## src/spmc_map.vh

```
// Register map, field positions and reset values of the serial port mode control block
`ifndef SPMC_MAP_VH
`define SPMC_MAP_VH
`define SPMC_ADDR_MODE 4'h0
`define SPMC_ADDR_STATUS 4'h1
`define SPMC_ADDR_MASK 4'h2
`define SPMC_ADDR_RATE 4'h3
`define SPMC_BIT_PORT_ON 15
`define SPMC_BIT_IDLE_HALT 13
`define SPMC_BIT_IR_ON 12
`define SPMC_BIT_REQ_MODE 11
`define SPMC_BIT_PIN_HI 9
`define SPMC_BIT_PIN_LO 8
`define SPMC_BIT_WAKE 7
`define SPMC_BIT_ECHO 6
`define SPMC_BIT_RATE 5
`define SPMC_BIT_RX_INV 4
`define SPMC_BIT_HS_RATE 3
`define SPMC_MODE_WMASK 16'hBBFF
`define SPMC_MODE_RESET 16'h0000
`define SPMC_PINS_NONE 2'h0
`define SPMC_PINS_RTS 2'h1
`define SPMC_PINS_FLOW 2'h2
`define SPMC_PINS_BCLK 2'h3
`define SPMC_EV_WAKE 0
`define SPMC_EV_RATE_DONE 1
`define SPMC_EV_WIDTH 2
`define SPMC_RATE_EDGES 4'h8
`define SPMC_SYNC_FALLS 4'h4
`endif

```

## src/spmc_rate_meter.v

```verilog
// Measures the bit period from a 0x55 sync character
`timescale 1ns/10ps
`default_nettype none
`include "spmc_map.vh"
module spmc_rate_meter (
    input wire sys_clk,
    input wire rst,
    input wire start,
    input wire rx_in,
    output reg busy,
    output reg done,
    output reg [15:0] period
);
    reg rx_prev;
    reg [3:0] edges;
    reg [19:0] count;
    wire fall = rx_prev & ~rx_in;
    // Fifth fall lands on the count that closes the eighth bit time
    wire [19:0] count_next = count + 20'h00001;
    always @(posedge sys_clk or posedge rst) begin
        if (rst) begin
            rx_prev <= 1'b1;
            edges <= 4'h0;
            count <= 20'h00000;
            busy <= 1'b0;
            done <= 1'b0;
            period <= 16'h0000;
        end else begin
            rx_prev <= rx_in;
            done <= 1'b0;
            if (!busy) begin
                // Enable is still seen in the done cycle; no second start
                if (start && !done) begin
                    busy <= 1'b1;
                    edges <= 4'h0;
                    count <= 20'h00000;
                end
            end else begin
                if (edges != 4'h0)
                    count <= count_next;
                if (fall) begin
                    // Start edge to fifth falling edge spans eight bit times
                    if (edges == `SPMC_SYNC_FALLS) begin
                        busy <= 1'b0;
                        done <= 1'b1;
                        period <= count_next[18:3];
                    end
                    edges <= edges + 4'h1;
                end
                if (!start)
                    busy <= 1'b0;
            end
        end
    end
endmodule // spmc_rate_meter
`default_nettype wire

```

## src/spmc_mode_control.v

```verilog
// Serial port mode control: mode register, pin ownership, wake, loopback, rate measurement
//
// Chosen here: the placing of the registers and the strobed register port.
`timescale 1ns/10ps
`default_nettype none
`include "spmc_map.vh"
// Function
// - Port off hands every pin back to the port latches; port on drives the chosen pins.
// - With idle halt set the port stops while the chip is idle, else it keeps running.
// - The infrared codec bit turns the transmit encoder and receive decoder on or off.
// - Request pin mode selects simplex when 1 and flow control when 0.
// - Pin usage 11 adds baud clock, 10 adds CTS and RTS, 01 adds RTS, 00 adds none.
// - With wake set the receive pin is watched in sleep and a falling edge interrupts.
// - After a wake event the wake bit clears itself on the next rising receive edge.
// - Internal echo set puts the port in loopback; cleared restores normal use.
// - Rate measure set times the next character, which must be the 0x55 sync.
// - The rate measure bit clears itself when the measurement completes.
// - Bits 14 and 10 of the mode register read as zero.
module spmc_mode_control (
    input wire sys_clk,
    input wire rst_n,
    input wire [3:0] reg_addr,
    input wire [15:0] reg_wdata,
    input wire reg_wr,
    input wire reg_rd,
    output reg [15:0] reg_rdata,
    output reg irq,
    input wire chip_idle,
    input wire chip_sleep,
    input wire core_tx_data,
    input wire core_rts,
    input wire core_bclk,
    output reg core_rx_data,
    output reg core_cts,
    output reg core_run,
    input wire latch_tx,
    input wire latch_rts,
    output reg tx_pin_out,
    output reg tx_pin_oe,
    input wire rx_pin_in,
    input wire cts_pin_in,
    output reg rts_pin_out,
    output reg rts_pin_oe,
    output reg rts_simplex
);
    reg rst_meta;
    reg rst_sync;
    always @(posedge sys_clk or negedge rst_n) begin
        if (!rst_n) begin
            rst_meta <= 1'b0;
            rst_sync <= 1'b0;
        end else begin
            rst_meta <= 1'b1;
            rst_sync <= rst_meta;
        end
    end
    wire rst = ~rst_sync;

    reg [15:0] mode;
    reg [`SPMC_EV_WIDTH-1:0] status;
    reg [`SPMC_EV_WIDTH-1:0] mask;
    reg rx_prev;
    reg wake_seen;
    wire meter_busy;
    wire meter_done;
    wire [15:0] meter_period;

    wire port_on = mode[`SPMC_BIT_PORT_ON];
    wire idle_halt_select = mode[`SPMC_BIT_IDLE_HALT];
    wire infrared_codec_on = mode[`SPMC_BIT_IR_ON];
    wire request_pin_mode = mode[`SPMC_BIT_REQ_MODE];
    wire [1:0] pin_usage_select = mode[`SPMC_BIT_PIN_HI:`SPMC_BIT_PIN_LO];
    wire wake_enable = mode[`SPMC_BIT_WAKE];
    wire internal_echo_select = mode[`SPMC_BIT_ECHO];
    wire rate_measure_enable = mode[`SPMC_BIT_RATE];
    wire receive_polarity_invert = mode[`SPMC_BIT_RX_INV];

    wire wr_mode = reg_wr && reg_addr == `SPMC_ADDR_MODE;
    wire rx_fall = rx_prev & ~rx_pin_in;
    wire rx_rise = ~rx_prev & rx_pin_in;
    wire wake_event = wake_enable && chip_sleep && rx_fall;
    wire wake_clear = wake_enable && wake_seen && rx_rise;

    // Infrared: pulse low for a short slot, here modelled as the inverted level
    wire tx_coded = infrared_codec_on ? ~core_tx_data : core_tx_data;
    wire rx_level = receive_polarity_invert ? ~rx_pin_in : rx_pin_in;
    wire rx_decoded = infrared_codec_on ? ~rx_level : rx_level;
    wire rx_path = internal_echo_select ? core_tx_data : rx_decoded;
    wire running = port_on && !(idle_halt_select && chip_idle);

    wire [15:0] mode_read = mode & `SPMC_MODE_WMASK;
    reg [`SPMC_EV_WIDTH-1:0] events;
    always @* begin
        events = {`SPMC_EV_WIDTH{1'b0}};
        events[`SPMC_EV_WAKE] = wake_event;
        events[`SPMC_EV_RATE_DONE] = meter_done;
    end

    always @(posedge sys_clk or posedge rst) begin
        if (rst) begin
            mode <= `SPMC_MODE_RESET;
            rx_prev <= 1'b1;
            wake_seen <= 1'b0;
        end else begin
            rx_prev <= rx_pin_in;
            if (wr_mode)
                mode <= reg_wdata & `SPMC_MODE_WMASK;
            // Hardware clears win over a same-cycle write only for their own bit
            if (wake_clear) begin
                mode[`SPMC_BIT_WAKE] <= 1'b0;
                wake_seen <= 1'b0;
            end else if (wake_event) begin
                wake_seen <= 1'b1;
            end else if (!wake_enable) begin
                // Software abort must not leave a pending clear behind
                wake_seen <= 1'b0;
            end
            if (meter_done)
                mode[`SPMC_BIT_RATE] <= 1'b0;
        end
    end

    spmc_rate_meter u_meter (
        .sys_clk(sys_clk),
        .rst(rst),
        .start(rate_measure_enable && running),
        .rx_in(rx_path),
        .busy(meter_busy),
        .done(meter_done),
        .period(meter_period)
    );

    // Status: set wins over the read clear
    always @(posedge sys_clk or posedge rst) begin
        if (rst) begin
            status <= {`SPMC_EV_WIDTH{1'b0}};
            mask <= {`SPMC_EV_WIDTH{1'b0}};
            irq <= 1'b0;
        end else begin
            if (reg_rd && reg_addr == `SPMC_ADDR_STATUS)
                status <= events;
            else
                status <= status | events;
            if (reg_wr && reg_addr == `SPMC_ADDR_MASK)
                mask <= reg_wdata[`SPMC_EV_WIDTH-1:0];
            irq <= |((status | events) & mask);
        end
    end

    always @(posedge sys_clk or posedge rst) begin
        if (rst) begin
            reg_rdata <= 16'h0000;
        end else if (reg_rd) begin
            case (reg_addr)
                `SPMC_ADDR_MODE: reg_rdata <= mode_read;
                `SPMC_ADDR_STATUS: reg_rdata <= {14'h0, status};
                `SPMC_ADDR_MASK: reg_rdata <= {14'h0, mask};
                `SPMC_ADDR_RATE: reg_rdata <= meter_period;
                default: reg_rdata <= 16'h0000;
            endcase
        end else begin
            reg_rdata <= 16'h0000;
        end
    end

    // Pin ownership; disabled port leaves every pin to the latches
    always @(posedge sys_clk or posedge rst) begin
        if (rst) begin
            tx_pin_out <= 1'b1;
            tx_pin_oe <= 1'b0;
            rts_pin_out <= 1'b1;
            rts_pin_oe <= 1'b0;
            rts_simplex <= 1'b0;
            core_rx_data <= 1'b1;
            core_cts <= 1'b0;
            core_run <= 1'b0;
        end else begin
            core_run <= running && !meter_busy;
            rts_simplex <= request_pin_mode;
            core_rx_data <= port_on ? rx_path : 1'b1;
            if (!port_on) begin
                tx_pin_out <= latch_tx;
                tx_pin_oe <= 1'b1;
                rts_pin_out <= latch_rts;
                rts_pin_oe <= 1'b1;
                core_cts <= 1'b0;
            end else begin
                // Loopback keeps the line idle so the far end sees nothing
                tx_pin_out <= internal_echo_select ? 1'b1 : tx_coded;
                tx_pin_oe <= 1'b1;
                case (pin_usage_select)
                    `SPMC_PINS_BCLK: begin
                        rts_pin_out <= core_bclk;
                        rts_pin_oe <= 1'b1;
                        core_cts <= 1'b0;
                    end
                    `SPMC_PINS_FLOW: begin
                        rts_pin_out <= core_rts;
                        rts_pin_oe <= 1'b1;
                        core_cts <= cts_pin_in;
                    end
                    `SPMC_PINS_RTS: begin
                        rts_pin_out <= core_rts;
                        rts_pin_oe <= 1'b1;
                        core_cts <= 1'b0;
                    end
                    default: begin
                        rts_pin_out <= latch_rts;
                        rts_pin_oe <= 1'b1;
                        core_cts <= 1'b0;
                    end
                endcase
            end
        end
    end
endmodule // spmc_mode_control
`default_nettype wire

```

## config.mk

```make
export PLATFORM = sky130hd
export DESIGN_NAME = spmc_mode_control
export DESIGN_NICKNAME = d
export VERILOG_FILES = /design/src/spmc_rate_meter.v /design/src/spmc_mode_control.v
export VERILOG_INCLUDE_DIRS = /design/src
export SDC_FILE = /design/constraint.sdc
export NUM_CORES = 1
export LEC_CHECK = 0
export BUFFER_PORTS_ARGS = -buffer_cell sky130_fd_sc_hd__buf_2
export CELL_PAD_IN_SITES_DETAIL_PLACEMENT = 0
export CELL_PAD_IN_SITES_GLOBAL_PLACEMENT = 1
export CORE_UTILIZATION = 48
export CTS_CLUSTER_SIZE = 40
export DETAILED_ROUTE_END_ITERATION = 12
export PLACE_DENSITY = 0.82
export RECOVER_POWER = 50
export SYNTH_ARGS = -nofsm -noshare
export SYNTH_HDL_FRONTEND = slang
export SYNTH_SLANG_ARGS = --single-unit
export TNS_END_PERCENT = 30
```

## constraint.sdc

```tcl
create_clock -name sys_clk -period 5.7 [get_ports sys_clk]
set_input_delay 0.285 -clock sys_clk [delete_from_list [all_inputs] [get_ports sys_clk]]
set_output_delay 0.285 -clock sys_clk [all_outputs]
set_load 0.03 [all_outputs]
```

After elaboration in Yosys (flattened, before gate mapping)
Cells that the tools add are included. Widths: inputs -> output; s select.

Output and inout bits: 25. Bits of input ports: 33. Flip-flop bits (word level): 89. Word-level logic and storage cells: 105.

Bitwise logic cells: 10. Reductions and logical operators: 25. Add/subtract/negate cells: 2. Multiplexer cells: 34. Equal/unequal tests: 10.

Operator list (count): $pmux 16 s4 (1); $mux 20 (3); $mux 1 (23); $add 20x1->20 const B (1); $mux 16 (1); $logic_and 1x1->1 (12); $mux 4 (3); $eq 4x2->1 const B (2); $mux 8 (1); $reduce_bool 2->1 (3); $not 1->1 (5); $add 4x1->4 const B (1); $eq 2x2->1 const B (2); $eq 4x1->1 const B (1); $eq 4x3->1 const B (1); $logic_not 4->1 (1); $ne 2x2->1 const B (2); $reduce_and 2->1 (2); $reduce_bool 4->1 (1); $reduce_or 2->1 (2); $and 1x1->1 (3); $logic_not 1->1 (3); $ne 3x1->1 const B (1); $reduce_and 3->1 (1); 5 further kinds (5).

Longest topological paths before layout
Gate-level depths: netlist of run 1.

Depth in word-level cells: 10. Gate-level depth with buffers: 8. Mapped depth without buffers: 7.

By module
A second synthesis of run 1 with hierarchy kept.

Cells, all modules: 381. Area total of the unflattened synthesis: 4016.4 um^2.

Modules (own cells, without submodules): spmc_rate_meter (area each 2125.8 um^2, sequential area each 1052.3 um^2, times used 1, cells an instance 225); spmc_mode_control (area each 1890.6 um^2, sequential area each 1156.1 um^2, times used 1, cells an instance 156).

Least setup slack after synthesis of run 1
OpenSTA, ideal clock, no wires.

Path type: register -> register. From: reg u_meter.count[0]. To: reg u_meter.count[18]. Path buffers: 0. Stages on the path, launching flop included: 7. Setup time: 0.068 ns. Required time: 5.632 ns. Path slack: 4.005 ns. Arrival: 1.627 ns. Clock period less this slack: 1.695 ns. Path through: dfrtp_1 > ha_1 > nand3_4 > nor4_4 > nand3_2 > or3_1 > nand3_1.

Word-level cells in the longest chain between the ends: 3.

RTL lines: from (decl) (RTL line spmc_rate_meter.v:16) `reg [19:0] count;`; from (signal assigned) (RTL line spmc_rate_meter.v:40) `count <= count_next;`; $add 20x1->20 (RTL line spmc_rate_meter.v:19) `wire [19:0] count_next = count + 20'h00001;`; $mux 20 (RTL line spmc_rate_meter.v:39) `if (edges != 4'h0)`; $mux 20 (RTL line spmc_rate_meter.v:31) `if (!busy) begin`.

Every way passes these cells. The select of a mux whose other input is x is not followed. A chain may end at the register's enable or synchronous reset.

==> results.md, run 1 <==
- The number of max-cap violations is 1.
- The number of global-route vias before repair is 2589.
- In the synthesized netlist the dominant register cell turns out to be sky130_fd_sc_hd__dfrtp_1.
- The count of unresolved DRC violations after routing is 0.
- Using the TritonRoute via totals, the vias-per-cell ratio works out to 5.32.
- After clock tree synthesis, the flow added hold-fix buffers numbering 1.
- The number of max-slew violations in the final report came to 87.
- The met1 demand-to-capacity share in global routing is 29.3%.
- The vertical die dimension is about 93 microns.
- Among all cell types in the netlist, the one instantiated most often is sky130_fd_sc_hd__dfrtp_1.
- The library cell occupying the most area in the post-synthesis netlist is sky130_fd_sc_hd__dfrtp_1.
- The via count of the routed design is between 2000 and 3000.
- The floorplan step set the die width to 92.8 microns.
- The detailed router finished its first iteration with about 110 violations.
- The endpoint identified for the worst register-to-register timing path is u_meter.count[16].
- The category of the worst setup path capture point is an async pin.
- The completed layout was analyzed and its total power is roughly 1500 uW.
- Sequential elements use between 50% and 60% of the synthesized area.
- Synthesis handed over a netlist of 372 instances.
- On the final layout, the worst hold slack is 0.0884 ns.
- In this run the standard cell core region covers a little under 8000 sq um.
- Setup repair after global routing left no endpoint under its margin.
- The wire-length estimate of the detail-placed layout is around 5.3 mm.
- Summed over all cells, the static leakage comes to ~0.002 uW.
- The top-level port count is between 50 and 60.
- Cells with a size suffix above 1 make up between 10% and 20% of the layout.
- The maximum number of pins on one net before global-route repair is 87.
- In this run the power density over the cells is 338 nW/um^2.
- The die area is about 8600 sq um.
- The final reports fail on capacitance limit, slew limit.
- The global routing usage on met3 is under 10%.
- CTS placed an instance of sky130_fd_sc_hd__clkbuf_8 at the clock tree root.
- Counting distinct cell types in the post-synthesis netlist gives between 40 and 50.
- The area used by sequential logic in the layout is roughly 2200 sq um.
- The count of filler cells inserted in the layout is between 700 and 800.
- After detailed routing, the average wire length per cell comes to between 10 and 15 microns.
- After clock tree synthesis, the clock-pin slew on the worst setup and hold paths is approximately 0.080 ns.
- The number of gates resized after cts is 0.
- The worst setup skew after layout is around 0.0082 ns.
- The clock sink count is 88.
- The total global routing overflow is 0.
- For this block, the routed nets add up to roughly 7.8 mm of wire.
- The synthesized design contains between 80 and 90 register bits.
- The number of diodes is 0.
- Counting instances in the post-synthesis netlist gives the leading cell types as 83 x sky130_fd_sc_hd__dfrtp_1, 51 x sky130_fd_sc_hd__nand2_1, 39 x sky130_fd_sc_hd__o21ai_0.
- Across the VDD grid, the largest voltage drop is about 0.00013 V.
- The synthesized netlist occupies a cell area of between 3000 and 4000 sq um.
- In the global route stage, met2 resource usage came out at 28.2%.
- The async set-reset flop share out of synthesis is between 90% and 100%.
- The detailed-routing iteration count for the pre-antenna-repair pass is 5.
- The number of setup buffers added after CTS is 0.
- The number of buffers on the longest clock path is 2.
- The worst hold path class is input pin to flip-flop.
- The number of nets in the final layout is 461.
- The total of buffers placed on input and output ports is 55.
- A synthesized cell averages about 11 sq um.
- In this run the critical register-to-register path is launched from rst_sync.
- STA classifies the critical path startpoint as a flip-flop.
- In this run the worst path has a maximum fanout of 86.
- The number of cells on the worst reg-to-reg path is 0.
- The share of the synthesized area in the top cell type is a little over half.
- The endpoint of the worst setup timing path is u_meter.count[16].
- Data on the critical path is required at its endpoint by around 5.4 ns.
- The final weighted congestion in routability-driven placement is just under 0.8.
- In this run the register-to-register setup slack is 2.29 ns.
- After layout, the worst path uses about 60% of the clock period.
- The origin of the worst setup path is rst_sync.
- Setup total negative slack on the finished layout was measured at 0 ns.
- The initial standard-cell utilization of the core is 50.4%.
- The finished layout holds around 530 standard cells, fillers aside.
- TritonCTS built the clock tree.
- The highest clock rate is about 290 MHz.
- The transition time at the pin with the least slew margin is 3.45 ns.
- During synthesis, Yosys emitted a total of 0 warnings.
- Counting tap cells, the placed design contains a total of between 500 and 600 instances.
- The number of stages on the worst setup path is 0.
- After floorplanning, the core was divided into 32 placement rows.
- The routed design could run at a clock period as short as ~3.4 ns.
- The setup violation total in the final timing report is 0.
- The total count of hold-check failures in the final report is 0.
- The synthesized design contains 0 enable-type register cells.
- The number of antenna violations at the first check in global routing is 0.
- Clock tree synthesis inserted a total of 9 buffers.
- The worst relative slew slack is -130%.
- The flow ran to the end, but the final reports show violations.
- The H-tree level count is 3.
- The global-route wire length before repair is 13.1 mm.
- The area occupied by multi-input gates is between 1500 and 2000 sq um.
- The setup path with the least slack is of type flip-flop to async pin.
- The detail route stage leaves a number of antenna-violating nets equal to 0.
- In this run the most used layer during global routing was met1.
- STA puts the critical path data arrival time at 3.09 ns.
- The clock latency of the later-clocked register in the worst-skew pair is between 0.3 and 0.4 ns.
- The global-route total usage across every layer is 19.7%.
- The area overhead of the layout relative to synthesis is 12.3%.
- After synthesis, the cell types taking the most area are sky130_fd_sc_hd__dfrtp_1 52%, sky130_fd_sc_hd__o21ai_0 4.9%, sky130_fd_sc_hd__nand2_1 4.8%.
where the power goes:
group          internal, uW  switching, uW  total [uW]  leakage (uW)
clock network           214            214         428     0.0000993
logic                   106            135         241      0.000733
registers               719            117         835       0.00117
per-stage QoR:
stage          cell area [sq um]  setup WS [ns]  util, %
6_report                    4450           2.29     56.7
3_3_place_gp                4290           3.09     54.7
4_1_cts                     4500           3.25     57.3
3_5_place_dp                4290           3.12     54.7
5_1_grt                     4450           1.65     56.7
2_1_floorplan               3960           3.08        -
sequential cells by signal, indices dropped and copies added (netlist names), 2 cells and up:
signal          flops
u_meter.count      19
u_meter.period     16
mode               14
u_meter.edges       4
status              2
reg_rdata          16
mask                2
final cells by class:
cell class / count / area share, %
Clock inverter: 5 / 1.27
Clock buffer: 11 / 3.18
Timing Repair Buffer: 57 / 5.77
Multi-Input combinational cell: 255 / 36.3
Tap cell: 102 / 2.87
Inverter: 11 / 0.929
Sequential cell: 88 / 49.7
cell usage in the layout, fill, tap and decap left out, drive strengths merged, types with 3 or more instances in the layout:
cell type	count
nand3b	3
buf	27
clkinv	3
ha	6
a22oi	17
nor4	3
xnor2	8
nand3	13
nand2	51
a21oi	8
and3	6
and2	3
nand4	6
dfrtp	83
clkbuf	40
xor2	11
a31oi	3
nor2	34
o21ai	40
inv	11
dfstp	5
mux2	15
o31ai	6
worst min-delay path by stage:
stage | from | to | slack [ns] | cells after the start
global route | rx_pin_in | rx_prev | 0.09 | 1
finish | rx_pin_in | rx_prev | 0.09 | 1
CTS | rx_pin_in | rx_prev | 0.06 | 1
detailed placement | rst_n | rst_meta | 0.07 | 1
floorplan | rst_n | rst_meta | -0.01 | 0
global placement | rst_n | rst_meta | 0.07 | 1
routing by layer:
metal / routed length [microns] / up-vias
li1: - / 1391
met1: 4040 / 1333
met2: 3250 / 74
met3: 375 / 14
met4: 149 / 0
met5: 0 / -
cell families after synthesis:
kind of cell    Yosys count  share of synthesized area (%)
simple gates            126                           16.2
flops                    88                           55.8
compound gates           84                           12.9
buf+inv                  30                           3.19
xor+xnor                 20                           4.80
mux                      17                           5.09
fa+ha+maj                 6                           1.90
other cells               1                         0.0947
Note: power is estimated with default switching activity, not from simulation.
==> run 2: changes to the inputs <==
Settings changed: CORE_UTILIZATION 48 to 40, PLACE_DENSITY 0.82 to 0.73.
Clock period 5.7 ns to 3.09 ns, I/O delays scaled along.
==> run 2 against run 1 <==
  * The run still ends with capacitance limit, slew limit left
  * Wire length is 2.6% higher
  * Non-clock buffer count is 5 higher
  * Die area is 20% higher
  * Critical path depth is 8 higher
  * Worst hold slack worse by 0.073 ns
  * First-iteration DRC count is 5.6% lower
  * Setup slack worse by 1.4 ns
  * Critical path type is now input pin to flip-flop
  * Largest power group unchanged
==> results.md, run 2 (synthesis gave the netlist of run 1 again) <==
- The count of unresolved DRC violations after routing is 0 (unchanged).
- The accumulated negative setup slack is 0 ns (unchanged).
- The total count of hold-check failures in the final report is 0 (unchanged).
- The final reports fail on capacitance limit, slew limit.
- The wire length after detailed routing is 8.02 mm (+2.6%).
- The transition time at the pin with the least slew margin was 1.82 ns (-1.63 ns).
- The maximum number of pins on one net before global-route repair was 87 (unchanged).
- The detailed-route wire length per cell is 14.3 microns (-3.2%).
- The critical-path maximum fanout is 32 (-63%).
- The final weighted congestion in routability-driven placement was 0.748 (-3.3%).
- The path with the worst hold slack has its endpoint at rts_pin_out.
- The number of nets in the final layout is 466 (+1.1%).
- The post-CTS setup repair buffer count is 0 (unchanged).
- The register with the most flip-flops is u_meter.count.
- The most common cell after layout, fill and taps aside is sky130_fd_sc_hd__dfrtp_1.
- After layout, the worst path uses 69.7% of the clock period.
- The global-route total usage across every layer is 17.0% (-2.7 points).
- The critical path starts at rx_pin_in.
- The kind of start point of the critical path is an input pin.
- The number of max-slew violations in the final report is 87 (unchanged).
- The slack of the critical path is 0.936 ns (-1.35 ns).
- The count of routing violations after the opening detailed-route iteration came to 102 (-5.6%).
- The core area is 9420 sq um (+20%).
- The vertical die dimension was 101 microns (+9.3%).
- The peak supply drop is 0.000211 V (+64%).
- In this run the critical register-to-register path is launched from u_meter.edges[0].
- The post-detailed-route via-to-cell ratio came to 4.99 (-6.2%).
- The share of post-route cells with drive strength above 1 is 16.9% (+1.2 points).
- The detailed-routing iteration count for the pre-antenna-repair pass came to 4 (-1).
- The clock latency of the later-clocked register in the worst-skew pair came to 0.35 ns (about the same).
- The final period demand of the worst path is approximately 2.2 ns.
- The global-route wire length before repair came to 13.4 mm (+2.0%).
- The data required time at the worst endpoint was 3.31 ns (-2.07 ns).
- The post-layout total power is 2730 uW (+82%).
- The clock transition time at the flip-flop clock pins of the worst setup and hold paths was 0.09 ns (about the same).
- The run finished, with violations left.
- The worst hold path class is input pin to flip-flop.
- The utilization after layout is 47.8% (-8.9 points).
- CTS placed an instance of sky130_fd_sc_hd__clkbuf_8 at the clock tree root.
- Leaving out fill and tap cells, the most frequent cells in the layout are 82 x sky130_fd_sc_hd__dfrtp_1, 51 x sky130_fd_sc_hd__nand2_1, 38 x sky130_fd_sc_hd__o21ai_0.
- From synthesis to final layout, the design area changed by 13.7%.
- The post-detailed-placement cell area was 4360 sq um (+1.5%).
- The total clock buffers created by CTS is 9 (unchanged).
- The clock sink count is 88 (unchanged).
- The number of max-cap violations is 1 (unchanged).
- The power per cell area is 607 nW/um^2 (+79%).
- The cell depth of the worst min-delay path is 3 (+2).
- The count of filler cells inserted in the layout was 896 (+25%).
- Static timing analysis puts the maximum clock frequency at 464 MHz.
- The number of placement rows is 35 (+9.4%).
- The startpoint of the most critical hold path is latch_rts.
- The die area came to 10300 sq um (+20%).
- The worst reg-to-reg setup slack is 1.03 ns (-1.26 ns).
- The TritonCTS clock tree is built.
- The total of buffers placed on input and output ports came to 55 (unchanged).
- The endpoint identified for the worst register-to-register timing path is u_meter.count[10].
- The via count of the routed design is 2797 (-0.53%).
- The post-place setup slack was 1.02 ns (-2.10 ns).
- The half-perimeter wire length after detailed placement was 5.57 mm (+5.8%).
- The remaining antenna violation count is 0 (unchanged).
- The H-tree level count is 3 (unchanged).
- The number of gates resized after cts is 0 (unchanged).
- The largest registers in the layout are u_meter.count x19, reg_rdata x16, u_meter.period x16.
- The total global routing overflow is 0 (unchanged).
- The worst setup path is captured at a flip-flop.
- The number of global-route vias before repair is 2720 (+5.1%).
- The die span in x is 101 microns (+9.3%).
- The number of cells on the worst reg-to-reg path is 8 (+8).
- Setup repair after global routing left no endpoint under its margin.
- The leakage dissipation is 0.00201 uW (+0.41%).
- The setup violation total in the final timing report came to 0 (unchanged).
- The worst relative slew slack is -21.4% (+110 points).
- The total of hold buffers inserted after clock tree synthesis is 2 (+1).
- The number of antenna violations at the first check in global routing came to 0 (unchanged).
- The number of diodes is 0 (unchanged).
- The kind of critical path is input pin to flip-flop.
- The data arrival at the endpoint of the critical path came to 2.37 ns (-0.72 ns).
- The initial standard-cell utilization of the core is 42.0% (-8.4 points).
- The post-route standard cell area excluding fillers came to 4500 sq um (+1.2%).
- The number of buffers on the longest clock path is 2 (unchanged).
- The flip-flop count of the largest register after layout was 19 (unchanged).
- The top-level port count is 58 (unchanged).
- The worst setup skew after layout was 0.00812 ns (-0.0000377 ns).
-- run 2: worst max path at each step --
stage	end	slack, ns	cells past startpoint
final	u_meter.period[7]	0.94	8
after global routing	u_meter.count[8]	0.77	0
after CTS	u_meter.count[9]	0.99	8
after detailed placement	u_meter.count[9]	1.02	8
after global placement	u_meter.count[4]	1.02	8
after floorplan	core_cts	0.47	0
-- run 2: layer usage --
metal,GRT usage (%),routed length (microns),vias to the layer above
li1,-,-,1396
met1,24.2,4010,1336
met2,25.6,3660,63
met3,4.35,322,2
met4,5.02,33,0
met5,0,0,-
-- run 2: critical path, stage by stage --
cell	delay, ns
sky130_fd_sc_hd__dlygate4sd3_1	0.53
sky130_fd_sc_hd__clkbuf_1	0.20
sky130_fd_sc_hd__xor3_1	0.44
sky130_fd_sc_hd__mux2i_1	0.49
sky130_fd_sc_hd__nand3_1	0.13
sky130_fd_sc_hd__buf_4	0.25
sky130_fd_sc_hd__nand2_1	0.09
sky130_fd_sc_hd__o21ai_0	0.08
-- run 2: area by class of cell --
cell class / count / area [sq um] / area share (%)
clock buffers: 10 / 138 / 3.06
inverters: 11 / 41.3 / 0.917
well taps: 129 / 161 / 3.59
repair buffers: 62 / 293 / 6.51
flip-flops and latches: 88 / 2210 / 49.1
multi-input cells: 255 / 1620 / 35.9
clock inverters: 6 / 42.5 / 0.945
-- run 2: where the power goes --
group / switching (uW) / leakage, uW / total (uW) / internal (uW)
registers: 207 / 0.00117 / 1530 / 1330
clock network: 419 / 0.0000891 / 736 / 317
logic: 258 / 0.000752 / 463 / 205
total: 884 / 0.00201 / 2730 / 1850
-- run 2: metrics by stage --
step / hold WS [ns] / cells
3_5_place_dp: -0.0578 / 543
5_1_grt: 0.0175 / 561
3_3_place_gp: -0.0611 / 543
4_1_cts: 0.00418 / 561
6_report: 0.0159 / 561
2_1_floorplan: -0.141 / 373
==> run 3: changes to the inputs <==
Settings changed: ABC_AREA set to 1, CORE_UTILIZATION 40 to 39.
Clock period 3.09 ns to 1.9 ns, I/O delays scaled along.
==> run 3 against run 2 <==
  * The flow now finishes without violations
  * Setup slack got worse by 0.70 ns
  * Design area increased by 12%
  * Via count up 20%
==> results.md, run 3 <==
- The flow ran to the end, and the final reports show no timing, DRC or antenna violations.
- The gate count of the mapped netlist is 494 (+33%).
- The startpoint of the most critical hold path is reg_wdata[13].
- The share of post-route cells with drive strength above 1 came to 17.1% (+0.18 points).
- The leakage dissipation came to 0.00247 uW (+23%).
- The die span in x was 107 microns (+5.4%).
- For this run, the leading register cell type out of synthesis is sky130_fd_sc_hd__dfrtp_1.
- The initial standard-cell utilization of the core is 40.9% (-1.2 points).
- The post-synthesis average cell area is 8.70 sq um (-18%).
- Of all cell types, the one taking the most synthesized area is sky130_fd_sc_hd__dfrtp_1.
- The area overhead of the layout relative to synthesis is 17.3%.
- The async set-reset flop share out of synthesis came to 100% (unchanged).
- The flip-flop count of the largest register after layout is 19 (unchanged).
- The highest cell delay on the worst timing path is 0.42 ns (-0.11 ns).
- The number of synthesized register bits was 88 (unchanged).
- The clock sink count is 88 (unchanged).
- The maximum number of pins on one net before global-route repair is 40 (-54%).
- In the post-synthesis netlist, the cell with the most instances is sky130_fd_sc_hd__nand2_1.
- The core area came to 10500 sq um (+12%).
- The count of routing violations after the opening detailed-route iteration was 160 (+57%).
- The critical path goes through inv_1, ha_1, nand2_1, nand2_1, inv_2, nand3_1, and3_1.
- The buffering stage count on the worst path with inverters included was 2 (-1).
- The detailed-routing iteration count for the pre-antenna-repair pass came to 5 (+1).
- The number of buffers on the longest clock path is 2 (unchanged).
- The category of cells accounting for the largest share of critical-path delay is simple AND/OR/NAND/NOR gates.
- The post-route standard cell area excluding fillers is 5040 sq um (+12%).
- Leaving out fill and tap cells, the most frequent cell in the layout is sky130_fd_sc_hd__nand2_1.
- The clock latency of the later-clocked register in the worst-skew pair is 0.35 ns (about the same).
- The wire length after detailed routing is 9.52 mm (+19%).
- The share of the synthesized area in the top cell type is 48.3% (-4.1 points).
- The number of antenna violations at the first check in global routing was 0 (unchanged).
- The post-place setup slack is 0.232 ns (-0.789 ns).
- The count of warnings emitted by yosys is 0 (unchanged).
- The vertical die dimension is 107 microns (+5.4%).
- The number of nets in the final layout came to 608 (+30%).
- The top cell types in the final layout, fill and taps aside, are 114 x sky130_fd_sc_hd__nand2_1, 83 x sky130_fd_sc_hd__dfrtp_1, 61 x sky130_fd_sc_hd__inv_1.
- The total global routing overflow came to 0 (unchanged).
- The peak supply drop came to 0.000443 V (+110%).
- The count of unresolved DRC violations after routing is 0 (unchanged).
- The number of max-cap violations came to 0 (-1).
- The via count of the routed design was 3354 (+20%).
- The accumulated negative setup slack is 0 ns (unchanged).
- The die area is 11400 sq um (+11%).
- The worst relative slew slack is 52.5% (+74 points).
- The remaining antenna violation count is 0 (unchanged).
- The worst hold path class is input pin to flip-flop.
- The largest registers in the layout are u_meter.count x19, reg_rdata x16, u_meter.period x16.
- The total of buffers placed on input and output ports was 55 (unchanged).
- The slowest stage of the critical path belongs to the cell sky130_fd_sc_hd__dfrtp_1.
- The clock transition time at the flip-flop clock pins of the worst setup and hold paths was 0.09 ns (about the same).
- The setup violation total in the final timing report came to 0 (unchanged).
- Setup repair after global routing left no endpoint under its margin.
- The H-tree level count is 3 (unchanged).
- The number of global-route vias before repair came to 3225 (+19%).
- The number of enable-type register cells in the synthesized netlist is 0 (unchanged).
- The data arrival at the endpoint of the critical path came to 1.91 ns (-0.46 ns).
- The area used by sequential logic in the layout came to 2210 sq um (about the same).
- The kind of critical path is flip-flop to flip-flop.
- The slack of the critical path is 0.238 ns (-0.698 ns).
- The worst setup skew after layout is 0.0114 ns (+0.00326 ns).
- The total standard cell area after synthesis is 4300 sq um (+8.5%).
- The final weighted congestion in routability-driven placement is 0.859 (+15%).
- The final period demand of the worst path is ~1.7 ns.
- The transition time at the pin with the least slew margin is 0.713 ns (-1.11 ns).
- The global-route total usage across every layer was 18.1% (+1.1 points).
- The number of max-slew violations in the final report is 0 (-100%).
- The commonest cells after synthesis are 113 x sky130_fd_sc_hd__nand2_1, 83 x sky130_fd_sc_hd__dfrtp_1, 60 x sky130_fd_sc_hd__inv_1.
- The power per cell area was 922 nW/um^2 (+52%).
- The distinct cell type count after synthesis was 40 (-13%).
- The post-detailed-route via-to-cell ratio is 4.72 (-5.3%).
- The total clock buffers created by CTS is 9 (unchanged).
- The number of placement rows came to 37 (+5.7%).
- The total count of hold-check failures in the final report is 0 (unchanged).
- TritonCTS built the clock tree.
- Static timing analysis puts the maximum clock frequency at 602 MHz.
- The top-level port count is 58 (unchanged).
- By area the synthesized netlist is led by sky130_fd_sc_hd__dfrtp_1 48%, sky130_fd_sc_hd__nand2_1 9.9%, sky130_fd_sc_hd__inv_1 5.2%.
- The data required time at the worst endpoint is 2.15 ns (-1.16 ns).
- The detailed-route wire length per cell is 13.4 microns (-6.2%).
- The origin of the worst setup path is u_meter.edges[0].
- The count of filler cells inserted in the layout is 1026 (+15%).
- The post-synthesis sequential area ratio is 51.4% (-4.4 points).
- The launch instance of the worst register-to-register path is u_meter.edges[0].
- The half-perimeter wire length after detailed placement is 6.92 mm (+24%).
- In the finished design, the share of the clock period the worst path needs comes to 87.5%.
- The global-route wire length before repair is 16.1 mm (+20%).
- The area occupied by multi-input gates is 1720 sq um (+6.7%).
- The cell at the root of the clock tree is sky130_fd_sc_hd__clkbuf_8.
- The number of diodes is 0 (unchanged).
- The cell that appears most often on the critical path is sky130_fd_sc_hd__nand2_1.
- STA classifies the critical path startpoint as a flip-flop.
- Ranked by flip-flop count, first place goes to u_meter.count.
- The critical-path maximum fanout is 16 (-50%).
- The category of the worst setup path capture point is a flip-flop.
- The post-detailed-placement cell area is 4710 sq um (+8.2%).
## run 3: cell count changes in the layout (fill, tap and decap cells not counted), sizes merged, moves of 7 or more
cell         change
nor2            +23
buf             +28
inv             +52
mux2            -12
nand3           +30
o21ai           -19
xnor2            -7
clkbuf          -21
nand2           +67
o22ai           +10
o21bai          +17
dlygate4sd3     +14
a22oi           -17
## run 3: layer usage
metal	share of wire (%)	vias up	track usage (%)
met5	0	-	0
met3	4.4	7	3.59
met1	50	1550	25.0
met2	44	73	28.8
met4	1.0	0	5.09
li1	-	1724	-
## run 3: worst paths after layout
kind	to	slack, ns	cells after the start
worst max register to register	u_meter.count[2]	0.24	7
max in group asynchronous	mode[7]	0.54	1
worst min-delay path	mode[13]	0.02	3
min in group asynchronous	rst_meta	0.05	2
worst max-delay path	u_meter.count[2]	0.24	7
worst min register to register	rts_pin_oe	0.30	0
## run 3: tightest hold or removal path, stage by stage
cell	delay, ns
sky130_fd_sc_hd__buf_2	0.09
sky130_fd_sc_hd__nor2_1	0.04
sky130_fd_sc_hd__a21oi_1	0.10
## run 3: layout make-up
class                           count  area share (%)
Tap cell                          136            3.38
Clock buffer                       14            2.83
Multi-Input combinational cell    325            34.2
Timing Repair Buffer               79            9.68
Inverter                           66            4.91
Sequential cell                    88            43.8
Clock inverter                      2            1.19
## run 3: repair_timing
| item | in CTS | in global routing |
|---|---|---|
| buffers inserted | 0 | 0 |
| resized for setup | 0 | 1 |
| hold buffers | 16 | 0 |
| endpoints found under the hold margin | 16 | 0 |
| setup endpoints to repair | 0 | 2 |
## run 3: metrics by stage
| stage | cells | hold slack [ns] | utilization (%) | total power [uW] |
|---|---|---|---|---|
| 2_1_floorplan | 495 | -0.201 | - | 2970 |
| 3_3_place_gp | 678 | -0.120 | 44.8 | 3260 |
| 3_5_place_dp | 678 | -0.119 | 44.8 | 3280 |
| 4_1_cts | 710 | 0.00138 | 48.3 | 4710 |
| 5_1_grt | 710 | 0.0327 | 48.0 | 4920 |
| 6_report | 710 | 0.0151 | 48.0 | 4650 |
## run 3: logic make-up after synthesis
| kind of cell | share of synthesized area (%) |
|---|---|
| muxes | 0.786 |
| DFF | 51.4 |
| xor gates and xnor gates | 2.65 |
| other | 0.0873 |
| buffers and inverters | 8.33 |
| adders and majority gates | 1.75 |
| and+or+nand+nor | 25.0 |
| AOI/OAI and AO/OA | 10.0 |
## run 3: power by group
part / switching [uW] / internal (uW) / total, uW / leakage (uW)
clock network: 646 / 746 / 1390 / 0.0000989
registers: 143 / 2090 / 2230 / 0.00107
logic: 698 / 322 / 1020 / 0.00131
